## config.mk

```make
export PLATFORM = sky130hd
export DESIGN_NAME = cfg_dma_params
export DESIGN_NICKNAME = d
export VERILOG_FILES = /design/src/hdl/cfg_pkg.sv /design/src/hdl/cfg_dma_params.sv
export VERILOG_INCLUDE_DIRS = /design/src /design/src/hdl
export SDC_FILE = /design/constraint.sdc
export NUM_CORES = 1
export LEC_CHECK = 0
export ABC_AREA = 1
export BUFFER_PORTS_ARGS = -buffer_cell sky130_fd_sc_hd__buf_4
export CAP_MARGIN = 40
export CORE_MARGIN = 4
export CORE_UTILIZATION = 55
export CTS_CLUSTER_SIZE = 12
export DETAILED_ROUTE_END_ITERATION = 16
export PLACE_DENSITY = 0.76
export SLEW_MARGIN = 5
export SYNTH_ARGS = -nofsm -noshare
export SYNTH_HDL_FRONTEND = slang
export SYNTH_SLANG_ARGS = --single-unit
```

## constraint.sdc

```tcl
create_clock -name core_clk_i -period 3.45 [get_ports core_clk_i]
set_input_delay 0.1725 -clock core_clk_i [delete_from_list [all_inputs] [get_ports core_clk_i]]
set_output_delay 0.1725 -clock core_clk_i [all_outputs]
set_load 0.005 [all_outputs]
```

## src/hdl/cfg_params.svh

```systemverilog
// constants for the configure-parameter block
`ifndef CFG_PARAMS_SVH
`define CFG_PARAMS_SVH
`define CFG_MAX_BYTES 5'd22
`define CFG_CU_BYTES 5'd8
`define CFG_TX_WORDS_MAX 4'd7
`define CFG_RX_DEF 4'h8
`define CFG_IFS_RES 11'd8
`define CFG_BURST_RES 9'd4
`define CFG_BIT_TWCL 3
`define CFG_BIT_RDAL 2
`define CFG_BIT_MWI 0
`define CFG_BIT_DMBC 7
`define REG_CMD 4'h0
`define REG_CFG0 4'h1
`define REG_CFG1 4'h2
`define REG_STAT 4'h3
`define REG_DMA 4'h4
`endif

```

## src/hdl/cfg_pkg.sv

```systemverilog
// types for the configure-parameter block
package cfg_pkg;
   typedef struct packed
   {
      logic [7:0] data;
      logic [4:0] index;
   } cfg_word_t;
   typedef enum logic [2:0]
   {
      ST_IDLE = 3'b001,
      ST_LOAD = 3'b010,
      ST_DONE = 3'b100
   } load_state_t;
endpackage : cfg_pkg

```

## src/hdl/cfg_dma_params.sv

```systemverilog
// configure-command parameter logic with dma thresholds and arbitration limits
//
// Function
// - apply count leading bytes, max 22
// - bytes beyond eight forwarded to mac
// - tx bus request at tx fifo limit
// - tx limit n means 4n bytes
// - rx bus request at rx limit
// - small fifo: 64 minus 4n bytes
// - large fifo: 128 minus 8n bytes
// - frame gap at least 8 times value
// - terminate writes on cache line
// - align reads to cache line
// - mwi needs config and pci bits
// - rx burst capped at count times four
// - unlimited burst when nobody else requests
// - limiter disabled: rx never pre-empted
// - zero count yields almost at once
// - byte 5 bit 7 enables limiters; only the rx burst limiter exists here
//
// The address map and the Avalon-MM slave port are this design's own decisions.
`timescale 1ns/100ps
`default_nettype none
`include "cfg_params.svh"
module cfg_dma_params #(
   parameter int RX_FIFO_BYTES = 128
) (
   // clock and reset
   input wire logic core_clk_i,
   input wire logic rst_n_i,
   // avalon-mm slave
   input wire logic [3:0] address_i,
   input wire logic read_i,
   input wire logic write_i,
   input wire logic [31:0] writedata_i,
   output logic [31:0] readdata_o,
   output logic waitrequest_o,
   // forwarded mac bytes
   output logic mac_valid_o,
   output logic [12:0] mac_word_o,
   input wire logic mac_ready_i,
   // fifo levels and dma status
   input wire logic [6:0] tx_fill_i,
   input wire logic [7:0] rx_fill_i,
   input wire logic pci_mwi_i,
   input wire logic frame_done_i,
   input wire logic rx_beat_i,
   input wire logic rx_active_i,
   input wire logic other_req_i,
   // controls
   output logic tx_bus_req_o,
   output logic rx_bus_req_o,
   output logic tx_hold_o,
   output logic term_write_cl_o,
   output logic read_align_o,
   output logic mwi_use_o,
   output logic rx_yield_o
);
   logic [7:0] cfg [0:7];
   logic [7:0] img [0:`CFG_MAX_BYTES-1];
   logic [4:0] count;
   logic [4:0] idx;
   cfg_pkg::load_state_t state;
   cfg_pkg::cfg_word_t buf0, buf1;
   cfg_pkg::cfg_word_t in_word;
   logic [1:0] occ;
   logic busy;
   logic [10:0] gap_cnt;
   logic [9:0] burst_cnt;
   logic [7:0] rx_thresh;
   logic [6:0] tx_thresh;
   logic [10:0] gap_min;
   logic [9:0] burst_max;
   logic push;
   logic pop;
   logic ack;

   // ----------------------------------------
   // avalon slave
   // ----------------------------------------
   assign ack = (read_i || write_i) && waitrequest_o;
   always_ff @(posedge core_clk_i)
   begin
      if (!rst_n_i)
         waitrequest_o <= 1'b1;
      else
         waitrequest_o <= !ack;
   end
   always_ff @(posedge core_clk_i)
   begin
      if (!rst_n_i)
         readdata_o <= 32'h0;
      else if (read_i && waitrequest_o)
      begin
         unique case (address_i)
            `REG_CFG0: readdata_o <= {cfg[3], cfg[2], cfg[1], cfg[0]};
            `REG_CFG1: readdata_o <= {cfg[7], cfg[6], cfg[5], cfg[4]};
            `REG_STAT: readdata_o <= {27'h0, busy, occ, rx_bus_req_o, tx_bus_req_o};
            default: readdata_o <= 32'h0;
         endcase
      end
   end

   // ----------------------------------------
   // configure image writes
   // ----------------------------------------
   genvar g;
   generate
      for (g = 0; g < `CFG_MAX_BYTES; g++)
      begin : gen_img
         always_ff @(posedge core_clk_i)
         begin
            if (!rst_n_i)
               img[g] <= (g == 1) ? {4'h0, `CFG_RX_DEF} : 8'h00;
            else if (write_i && !waitrequest_o && address_i >= `REG_DMA
                     && (address_i - `REG_DMA) == 4'(g / 4))
               img[g] <= writedata_i[8 * (g % 4) +: 8];
         end
      end
   endgenerate

   // ----------------------------------------
   // load sequencer
   // ----------------------------------------
   always_ff @(posedge core_clk_i)
   begin
      if (!rst_n_i)
      begin
         state <= cfg_pkg::ST_IDLE;
         idx <= 5'h0;
         count <= 5'h0;
      end
      else
      begin
         unique case (state)
            cfg_pkg::ST_IDLE:
               if (write_i && !waitrequest_o && address_i == `REG_CMD)
               begin
                  // clamp count to 22
                  count <= (writedata_i[5:0] > 6'(`CFG_MAX_BYTES)) ? `CFG_MAX_BYTES
                           : writedata_i[4:0];
                  idx <= 5'h0;
                  state <= cfg_pkg::ST_LOAD;
               end
            cfg_pkg::ST_LOAD:
               if (idx >= count)
                  state <= cfg_pkg::ST_DONE;
               else if (idx < `CFG_CU_BYTES || occ != 2'd2)
                  idx <= idx + 5'h1;
            cfg_pkg::ST_DONE:
               state <= cfg_pkg::ST_IDLE;
            default:
               state <= cfg_pkg::ST_IDLE;
         endcase
      end
   end
   assign busy = state != cfg_pkg::ST_IDLE;

   // command unit keeps first eight bytes
   generate
      for (g = 0; g < 8; g++)
      begin : gen_cfg
         always_ff @(posedge core_clk_i)
         begin
            if (!rst_n_i)
               cfg[g] <= (g == 1) ? {4'h0, `CFG_RX_DEF} : 8'h00;
            else if (state == cfg_pkg::ST_LOAD && idx < count && idx == 5'(g))
               cfg[g] <= (g == 0) ? {2'b00, img[0][5:0]} : img[g];
         end
      end
   endgenerate

   // ----------------------------------------
   // two-entry buffer toward the mac
   // ----------------------------------------
   assign push = state == cfg_pkg::ST_LOAD && idx < count && idx >= `CFG_CU_BYTES
                 && occ != 2'd2;
   assign pop = mac_valid_o && mac_ready_i;
   assign in_word = '{data: img[idx], index: idx};
   always_ff @(posedge core_clk_i)
   begin
      if (!rst_n_i)
      begin
         occ <= 2'd0;
         buf0 <= '0;
         buf1 <= '0;
      end
      else
      begin
         unique case ({push, pop})
            2'b10:
            begin
               if (occ == 2'd0)
                  buf0 <= '{data: img[idx], index: idx};
               else
                  buf1 <= '{data: img[idx], index: idx};
               occ <= occ + 2'd1;
            end
            2'b01:
            begin
               buf0 <= buf1;
               occ <= occ - 2'd1;
            end
            2'b11:
            begin
               if (occ == 2'd1)
                  buf0 <= '{data: img[idx], index: idx};
               else
               begin
                  buf0 <= buf1;
                  buf1 <= '{data: img[idx], index: idx};
               end
            end
            default: ;
         endcase
      end
   end
   always_ff @(posedge core_clk_i)
   begin
      if (!rst_n_i)
      begin
         mac_valid_o <= 1'b0;
         mac_word_o <= 13'h0;
      end
      else
      begin
         mac_valid_o <= (occ != 2'd0 && !pop) || occ == 2'd2 || (push && occ != 2'd0)
                        || (push && !mac_valid_o);
         if (pop || !mac_valid_o)
         begin
            if (occ == 2'd2 || (occ == 2'd1 && !pop))
               mac_word_o <= (occ == 2'd1) ? buf0 : buf1;
            else if (push)
               mac_word_o <= in_word;
         end
      end
   end

   // ----------------------------------------
   // fifo thresholds
   // ----------------------------------------
   always_comb
   begin
      tx_thresh = {2'b00, cfg[1][6:4], 2'b00};
      if (RX_FIFO_BYTES == 64)
         rx_thresh = 8'd64 - {2'b00, cfg[1][3:0], 2'b00};
      else
         rx_thresh = 8'd128 - {1'b0, cfg[1][3:0], 3'b000};
   end
   always_ff @(posedge core_clk_i)
   begin
      if (!rst_n_i)
      begin
         tx_bus_req_o <= 1'b0;
         rx_bus_req_o <= 1'b0;
      end
      else
      begin
         tx_bus_req_o <= tx_fill_i >= tx_thresh;
         rx_bus_req_o <= rx_fill_i >= rx_thresh;
      end
   end

   // ----------------------------------------
   // adaptive frame gap
   // ----------------------------------------
   assign gap_min = 11'(cfg[2]) * `CFG_IFS_RES;
   always_ff @(posedge core_clk_i)
   begin
      if (!rst_n_i)
         gap_cnt <= 11'h0;
      else if (frame_done_i)
         gap_cnt <= 11'h0;
      else if (gap_cnt != 11'h7ff)
         gap_cnt <= gap_cnt + 11'h1;
   end
   always_ff @(posedge core_clk_i)
   begin
      if (!rst_n_i)
         tx_hold_o <= 1'b0;
      else
         tx_hold_o <= frame_done_i ? (gap_min > 11'd1)
                      : ({1'b0, gap_cnt} + 12'd2 <= {1'b0, gap_min});
   end

   // ----------------------------------------
   // pci master options
   // ----------------------------------------
   always_ff @(posedge core_clk_i)
   begin
      if (!rst_n_i)
      begin
         term_write_cl_o <= 1'b0;
         read_align_o <= 1'b0;
         mwi_use_o <= 1'b0;
      end
      else
      begin
         term_write_cl_o <= cfg[3][`CFG_BIT_TWCL];
         read_align_o <= cfg[3][`CFG_BIT_RDAL];
         mwi_use_o <= cfg[3][`CFG_BIT_MWI] && pci_mwi_i;
      end
   end

   // ----------------------------------------
   // receive burst limiter
   // ----------------------------------------
   assign burst_max = 10'(cfg[4][6:0]) * 10'(`CFG_BURST_RES);
   always_ff @(posedge core_clk_i)
   begin
      if (!rst_n_i)
         burst_cnt <= 10'h0;
      else if (!rx_active_i)
         burst_cnt <= 10'h0;
      else if (rx_beat_i && burst_cnt != 10'h3ff)
         burst_cnt <= burst_cnt + 10'h1;
   end
   always_ff @(posedge core_clk_i)
   begin
      if (!rst_n_i)
         rx_yield_o <= 1'b0;
      else
         // enable bit no peer disabled zero
         rx_yield_o <= cfg[5][`CFG_BIT_DMBC] && other_req_i && rx_active_i
                       && burst_cnt >= burst_max;
   end

   // ----------------------------------------
   // checks
   // ----------------------------------------
   a_mwi_gate: assert property (@(posedge core_clk_i) disable iff (!rst_n_i)
      mwi_use_o |-> $past(pci_mwi_i))
      else $error("mwi used without pci enable");
   a_no_yield_off: assert property (@(posedge core_clk_i) disable iff (!rst_n_i)
      !cfg[5][`CFG_BIT_DMBC] ##1 !cfg[5][`CFG_BIT_DMBC] |-> !rx_yield_o)
      else $error("yield while limiter off");
   a_no_yield_alone: assert property (@(posedge core_clk_i) disable iff (!rst_n_i)
      rx_yield_o |-> $past(other_req_i))
      else $error("yield with no other request");
   a_count_cap: assert property (@(posedge core_clk_i) disable iff (!rst_n_i)
      count <= `CFG_MAX_BYTES)
      else $error("count above limit");
   a_tx_thresh: assert property (@(posedge core_clk_i) disable iff (!rst_n_i)
      tx_fill_i < {2'b00, cfg[1][6:4], 2'b00} |=> !tx_bus_req_o)
      else $error("tx request below limit");
   a_cu_keep: assert property (@(posedge core_clk_i) disable iff (!rst_n_i)
      mac_valid_o |-> mac_word_o[4:0] >= `CFG_CU_BYTES)
      else $error("cu byte sent to mac");
   a_rx_req: assert property (@(posedge core_clk_i) disable iff (!rst_n_i)
      (rx_fill_i >= rx_thresh) |=> rx_bus_req_o)
      else $error("rx request missing");
   a_tx_req: assert property (@(posedge core_clk_i) disable iff (!rst_n_i)
      (tx_fill_i >= tx_thresh) |=> tx_bus_req_o)
      else $error("tx request missing");
   c_load: cover property (@(posedge core_clk_i) state == cfg_pkg::ST_DONE);
   c_push: cover property (@(posedge core_clk_i) push && occ == 2'd1);
   c_yield: cover property (@(posedge core_clk_i) rx_yield_o);
endmodule : cfg_dma_params
`default_nettype wire

```

==> results of run 1 <==
routing by layer:
layer,vias to the layer above,GRT usage
met3,124,0.0385
met1,6449,0.374
met2,696,0.434
li1,6696,-
met4,0,0.110
met5,-,0
worst register-to-register path, delay by kind of cell, from the launching register on:
family,cells,cell delay (ns)
AO/OA/AOI/OAI,4,0.62
AND/OR/NAND/NOR,5,0.71
flip-flops,1,0.54
buffers and inverters,1,0.44
adder cells (fa/ha/maj),2,0.59
final timing paths:
check | from | endpoint | slack (ns) | cells past startpoint
setup reg to reg | idx[2] | buf1[3] | 0.43 | 12
hold reg to reg | cfg[0][27] | term_write_cl_o | 0.46 | 2
setup / recovery | idx[2] | buf1[3] | 0.43 | 12
hold / removal | writedata_i[24] | img[11][0] | 0.04 | 3
logic make-up after synthesis:
| logic type | synth area share |
|---|---|
| xor+xnor | 0.00913 |
| fa+ha+maj | 0.0333 |
| flops | 0.554 |
| buf+inv | 0.0784 |
| compound gates | 0.0802 |
| simple gates | 0.245 |
registers in the layout (all words and copies together), names as in the netlist, 2 cells and up, named ones only:
name	cells
img	176
cfg	62
readdata_o	32
buf0	13
buf1	13
mac_word_o	13
gap_cnt	11
burst_cnt	10
count	5
idx	5
state	3
occ	2
placed cells by master, fill, tap and decap left out, drive strengths merged, types with 9 or more instances in the layout:
| cell type | n |
|---|---|
| ha | 46 |
| xor2 | 14 |
| dlygate4sd3 | 12 |
| nand3 | 191 |
| clkinv | 9 |
| nand4 | 19 |
| a21oi | 103 |
| inv | 258 |
| o21ai | 80 |
| a22o | 9 |
| nor2 | 314 |
| dfxtp | 121 |
| buf | 139 |
| clkbuf | 53 |
| edfxtp | 238 |
| nand2 | 431 |
| o211ai | 19 |
power groups by stage:
stage	clock network, mW	logic [mW]	registers (mW)
final	3.85	0.439	4.75
after global routing	4.07	0.481	4.76
after CTS	3.88	0.437	4.75
after detailed placement	0	0.424	4.84
after global placement	0	0.414	4.84
after floorplan	0	0.229	4.82
metrics by stage:
| step | cell area, um2 | hold slack (ns) |
|---|---|---|
| final | 19800 | 0.0352 |
| after global routing | 19800 | 0.0441 |
| after CTS | 19800 | 0.0253 |
| after detailed placement | 18500 | 0.393 |
| after global placement | 18400 | 0.386 |
| after floorplan | 17300 | 0.288 |
what timing repair did:
item	in CTS	in global routing
endpoints found under the setup margin	0	1
setup buffers	0	0
resized for setup	0	1
endpoints found under the hold margin	9	0
hold buffers	12	0
area by class of cell:
class                      instances  area [um2]
multi-input combinational       1278        6360
tap                              396         495
timing repair buffer             151        1220
fill                            2532       11000
sequential                       359        9570
clock inverter                    13        96.3
clock buffer                      53        1040
inverter                         257         970
==> flow_summary.yaml, run 1 <==
critical_path:
  worstPathRequired_ns: 3.87
  crit_type: "register to register"
  critPathSlowestCell: "dfxtp_1"
  end_kind: "register"
  cp.arrival_ns: 3.44
  cpPeakStageDelay_ns: 0.54
  startpoint_type: "register"
  crit_buf_inv: 1
  crit_fanout: 18
  crit_family: "simple AND/OR/NAND/NOR gates"
  crit_chain: "ha_1, nand2_1, a21oi_1, nor2_2, nand4_1, nor2_1, ha_1, nand2_1, o211ai_2, clkinvlp_4, o21ai_0, a21oi_1"
floorplan:
  initial_core_util: 0.562
  ios: 115
  die_y_um: 185
  core_area_mm2: 0.0307
  rows: 64
  fp.dieW_um: 185
  dieArea_mm2: 0.0343
timing:
  drv_slew: 0
  slew_headroom: 0.413
  min_period_ns: 3.02
  finalHoldViolations: 0
  skew_ns: 0.0226
  final.period_utilization: 0.876
  setup_viol: 0
  layout_setup_ws_ns: 0.429
  rsz0062_at_grt: "no"
  worst_pin_slew_ns: 0.879
  fmax_mhz: 331
  final.setup.tns_ns: 0
job:
  drv_cap: 0
synth:
  yosys_warnings: 0
  synthArstFlopShare: 0
  synth_most_common_cell: "nand2_1"
  syn-num-nets: 2088
  synth_cell_types: 54
  syn_avg_cell_area_um2: 8.72
  syn_area_mm2: 0.0173
  synthTopCellsByCount: "nand2_1, nor2_1, inv_1"
  netlist_top_cells_area: "edfxtp_1, dfxtp_1, nand2_1, nor2_1, nand3_1"
  ys_dominant_reg_cell: "edfxtp_1"
  yosysTopAreaCellShare: 0.414
  yosys.area.top_type: "edfxtp_1"
  ys_ff_latch: 359
  ys_seq_area_frac: 0.554
  synth_cells: 1981
  synth-edff-count: 238
clock_network:
  cts.sinks: 359
  clk_path_buf_depth: 3
  h-tree-depth: 2
  clock_latency_ns: 0.54
  cts-root-buf: "clkbuf_16"
  clkTransAtPathRegs_ns: 0.06
  cts_tree: "built"
  cts_made_buffers: 39
pwr:
  internal-power_mw: 7.02
  p_leak_nw: 8.35
  switching_share: 0.223
  ir_drop_mv: 0.432
  p_seq_frac: 0.526
  p_clk_frac: 0.426
  p_total_mw: 9.04
  pwr-share-comb: 0.049
  switching_power_mw: 2.02
  power_density_mw_per_mm2: 457
route:
  ant_nets: 0
  met3_length_um: 3860
  via_per_inst: 5.57
  wire_per_inst_um: 18.6
  top_layer_used: "met4"
  drt-initial-drc-count: 1493
  wl_um: 46600
  drc: 0
  wl_met2_um: 21500
  vias: 14000
  met1_length_um: 19200
  drtPass1Iterations: 6
placed_design:
  portBuffers: 114
  placedCellCount: 2429
  preCtsSetupSlack_ns: 0.386
  dp_hpwl_um: 32700
  place_congestion: 0.939
worst_hold_path:
  hp-class: "primary input to register"
final_layout:
  area_growth_pct: 14.4
  final_util: 0.642
  diodes: 0
  final_cells: 2507
  fin_nets: 2193
  drive_gt1_frac: 0.131
global_route:
  grt.overflow.total: 0
  grt_pass1_wl_um: 72700
  grt_max_degree: 73
  grt_pass1_vias: 13500
  track_usage: 0.271
  antenna_found_initial: 0
run_status:
  status: "completed"
(Power assumes the default switching activity.)
==> inputs of run 2 (changes only) <==
--- a/config.mk
+++ b/config.mk
@@ -9,6 +9,7 @@
 export ABC_AREA = 1
 export BUFFER_PORTS_ARGS = -buffer_cell sky130_fd_sc_hd__buf_4
 export CAP_MARGIN = 40
+export CORE_ASPECT_RATIO = 1.1
 export CORE_MARGIN = 4
 export CORE_UTILIZATION = 55
 export CTS_CLUSTER_SIZE = 12
==> run 2 against run 1 <==
  * Clock-buffer cell count is 2 higher
  * Largest power group unchanged
  * Die area hardly changed
  * Setup slack better by 0.17 ns
  * Sequential share of layout area hardly changed
==> flow_summary.yaml, run 2 (same netlist as run 1, synthesis figures left out) <==
clock_network:
  cts_hold_buf: 8
  post_cts_buffers: 0
  cts_tree: "built"
  clock_latency_ns: 0.54
  clk_path_buf_depth: 3
  clkTransAtPathRegs_ns: 0.06
  cts.sinks: 359
  cts_resized: 0
  h-tree-depth: 2
  cts_made_buffers: 38
  cts-root-buf: "clkbuf_16"
global_route:
  grt_pass1_wl_um: 71700
  grt_max_degree: 67
  antenna_found_initial: 0
  grt_pass1_vias: 13200
  grt.overflow.total: 0
  track_usage: 0.263
floorplan:
  fp.dieW_um: 177
  rows: 67
  core_area_mm2: 0.0308
  ios: 115
  initial_core_util: 0.562
  die_y_um: 194
  dieArea_mm2: 0.0343
placed_design:
  preCtsSetupSlack_ns: 0.676
  portBuffers: 114
  placedCellCount: 2450
  dp_hpwl_um: 32600
  place_congestion: 0.891
  dpl_cell_area_mm2: 0.0185
critical_path:
  startpoint_type: "register"
  crit_buf_inv: 2
  regToRegStartpoint: "idx[2]"
  crit_type: "register to register"
  cp.depth: 13
  crit_family: "simple AND/OR/NAND/NOR gates"
  r2r-end: "buf0[6]"
  worstRegToRegCells: 13
  critPathLaunch: "idx[2]"
  reg2reg_slack_ns: 0.60
  worstPathRequired_ns: 3.90
  cp.arrival_ns: 3.31
  end_kind: "register"
  critPathSlowestCell: "dfxtp_1"
  crit_fanout: 9
  endpoint: "buf0[6]"
  cpPeakStageDelay_ns: 0.52
  crit_chain: "ha_1, nand2_1, a21oi_1, nor2_2, nand4_1, nor2_1, ha_1, nand2_1, a21oi_2, inv_1, o21ai_0, inv_1, a21oi_1"
pwr:
  p_total_mw: 8.95
  internal-power_mw: 6.96
  ir_drop_mv: 0.391
  switching_power_mw: 1.99
  power_density_mw_per_mm2: 453
  p_clk_frac: 0.420
  pwr-share-comb: 0.049
  p_seq_frac: 0.531
  p_leak_nw: 8.35
  switching_share: 0.222
worst_hold_path:
  whs_path_depth: 4
  hp-class: "primary input to register"
route:
  drc: 0
  ant_nets: 0
  drtPass1Iterations: 6
  wl_um: 46100
  vias: 13900
  drt-initial-drc-count: 1477
  wire_per_inst_um: 18.3
  via_per_inst: 5.51
timing:
  setup_viol: 0
  final.period_utilization: 0.827
  slew_headroom: 0.513
  min_period_ns: 2.85
  finalHoldViolations: 0
  layout_setup_ws_ns: 0.597
  drv_slew: 0
  skew_ns: 0.0146
  rsz0062_at_grt: "no"
  whs_ns: 0.0175
  final.setup.tns_ns: 0
  fmax_mhz: 351
  worst_pin_slew_ns: 0.728
final_layout:
  drive_gt1_frac: 0.135
  fin_area_mm2: 0.0197
  fill_cells: 2546
  diodes: 0
  final_cell_mix: "nand2_1, nor2_1, inv_1"
  largest_reg_flops: 176
  final_cells: 2523
  area_growth_pct: 14.3
  fin_nets: 2191
  largest_registers: "img (176), cfg (62), readdata_o (32)"
  final_util: 0.642
  layout_commonest_cell: "nand2_1"
  top_register: "img"
job:
  drv_cap: 0
run_status:
  status: "completed"
-- run 2: how the worst min path moves through the flow --
| stage | startpoint | endpoint | slack [ns] |
|---|---|---|---|
| floorplan | read_i | waitrequest_o | 0.29 |
| global placement | read_i | waitrequest_o | 0.39 |
| detailed placement | read_i | waitrequest_o | 0.40 |
| CTS | writedata_i[4] | count[3] | 0.003 |
| global route | writedata_i[4] | count[3] | 0.03 |
| finish | writedata_i[4] | count[3] | 0.02 |
-- run 2: area by class of cell --
cell class                 instances  area, um2  share of cell area
timing repair buffer             150       1210              0.0611
tap                              414        518              0.0262
inverter                         257        965              0.0489
clock inverter                    10       70.1             0.00355
clock buffer                      55       1050              0.0534
multi-input combinational       1278       6360               0.322
sequential                       359       9570               0.485
-- run 2: metal layers --
layer,share of wire,up-vias,GRT usage,wire (um)
li1,-,6696,-,-
met1,0.41,6511,0.352,18900
met2,0.48,583,0.440,22300
met3,0.065,120,0.0351,3000
met4,0.041,0,0.0977,1870
met5,0,-,0,0
-- run 2: power by group through the flow --
stage | clock network, mW | logic [mW] | registers, mW
detailed placement | 0 | 0.427 | 4.84
global route | 3.98 | 0.479 | 4.76
CTS | 3.80 | 0.437 | 4.75
floorplan | 0 | 0.229 | 4.82
finish | 3.76 | 0.439 | 4.75
global placement | 0 | 0.411 | 4.84
-- run 2: worst reg2reg max path, stage by stage, from the launching register on --
cell and delay, ns:
dfxtp_1 0.52, ha_1 0.33, nand2_1 0.08, a21oi_1 0.08, nor2_2 0.13, nand4_1 0.15
nor2_1 0.26, ha_1 0.25, nand2_1 0.09, a21oi_2 0.28, inv_1 0.22, o21ai_0 0.19
inv_1 0.05, a21oi_1 0.15
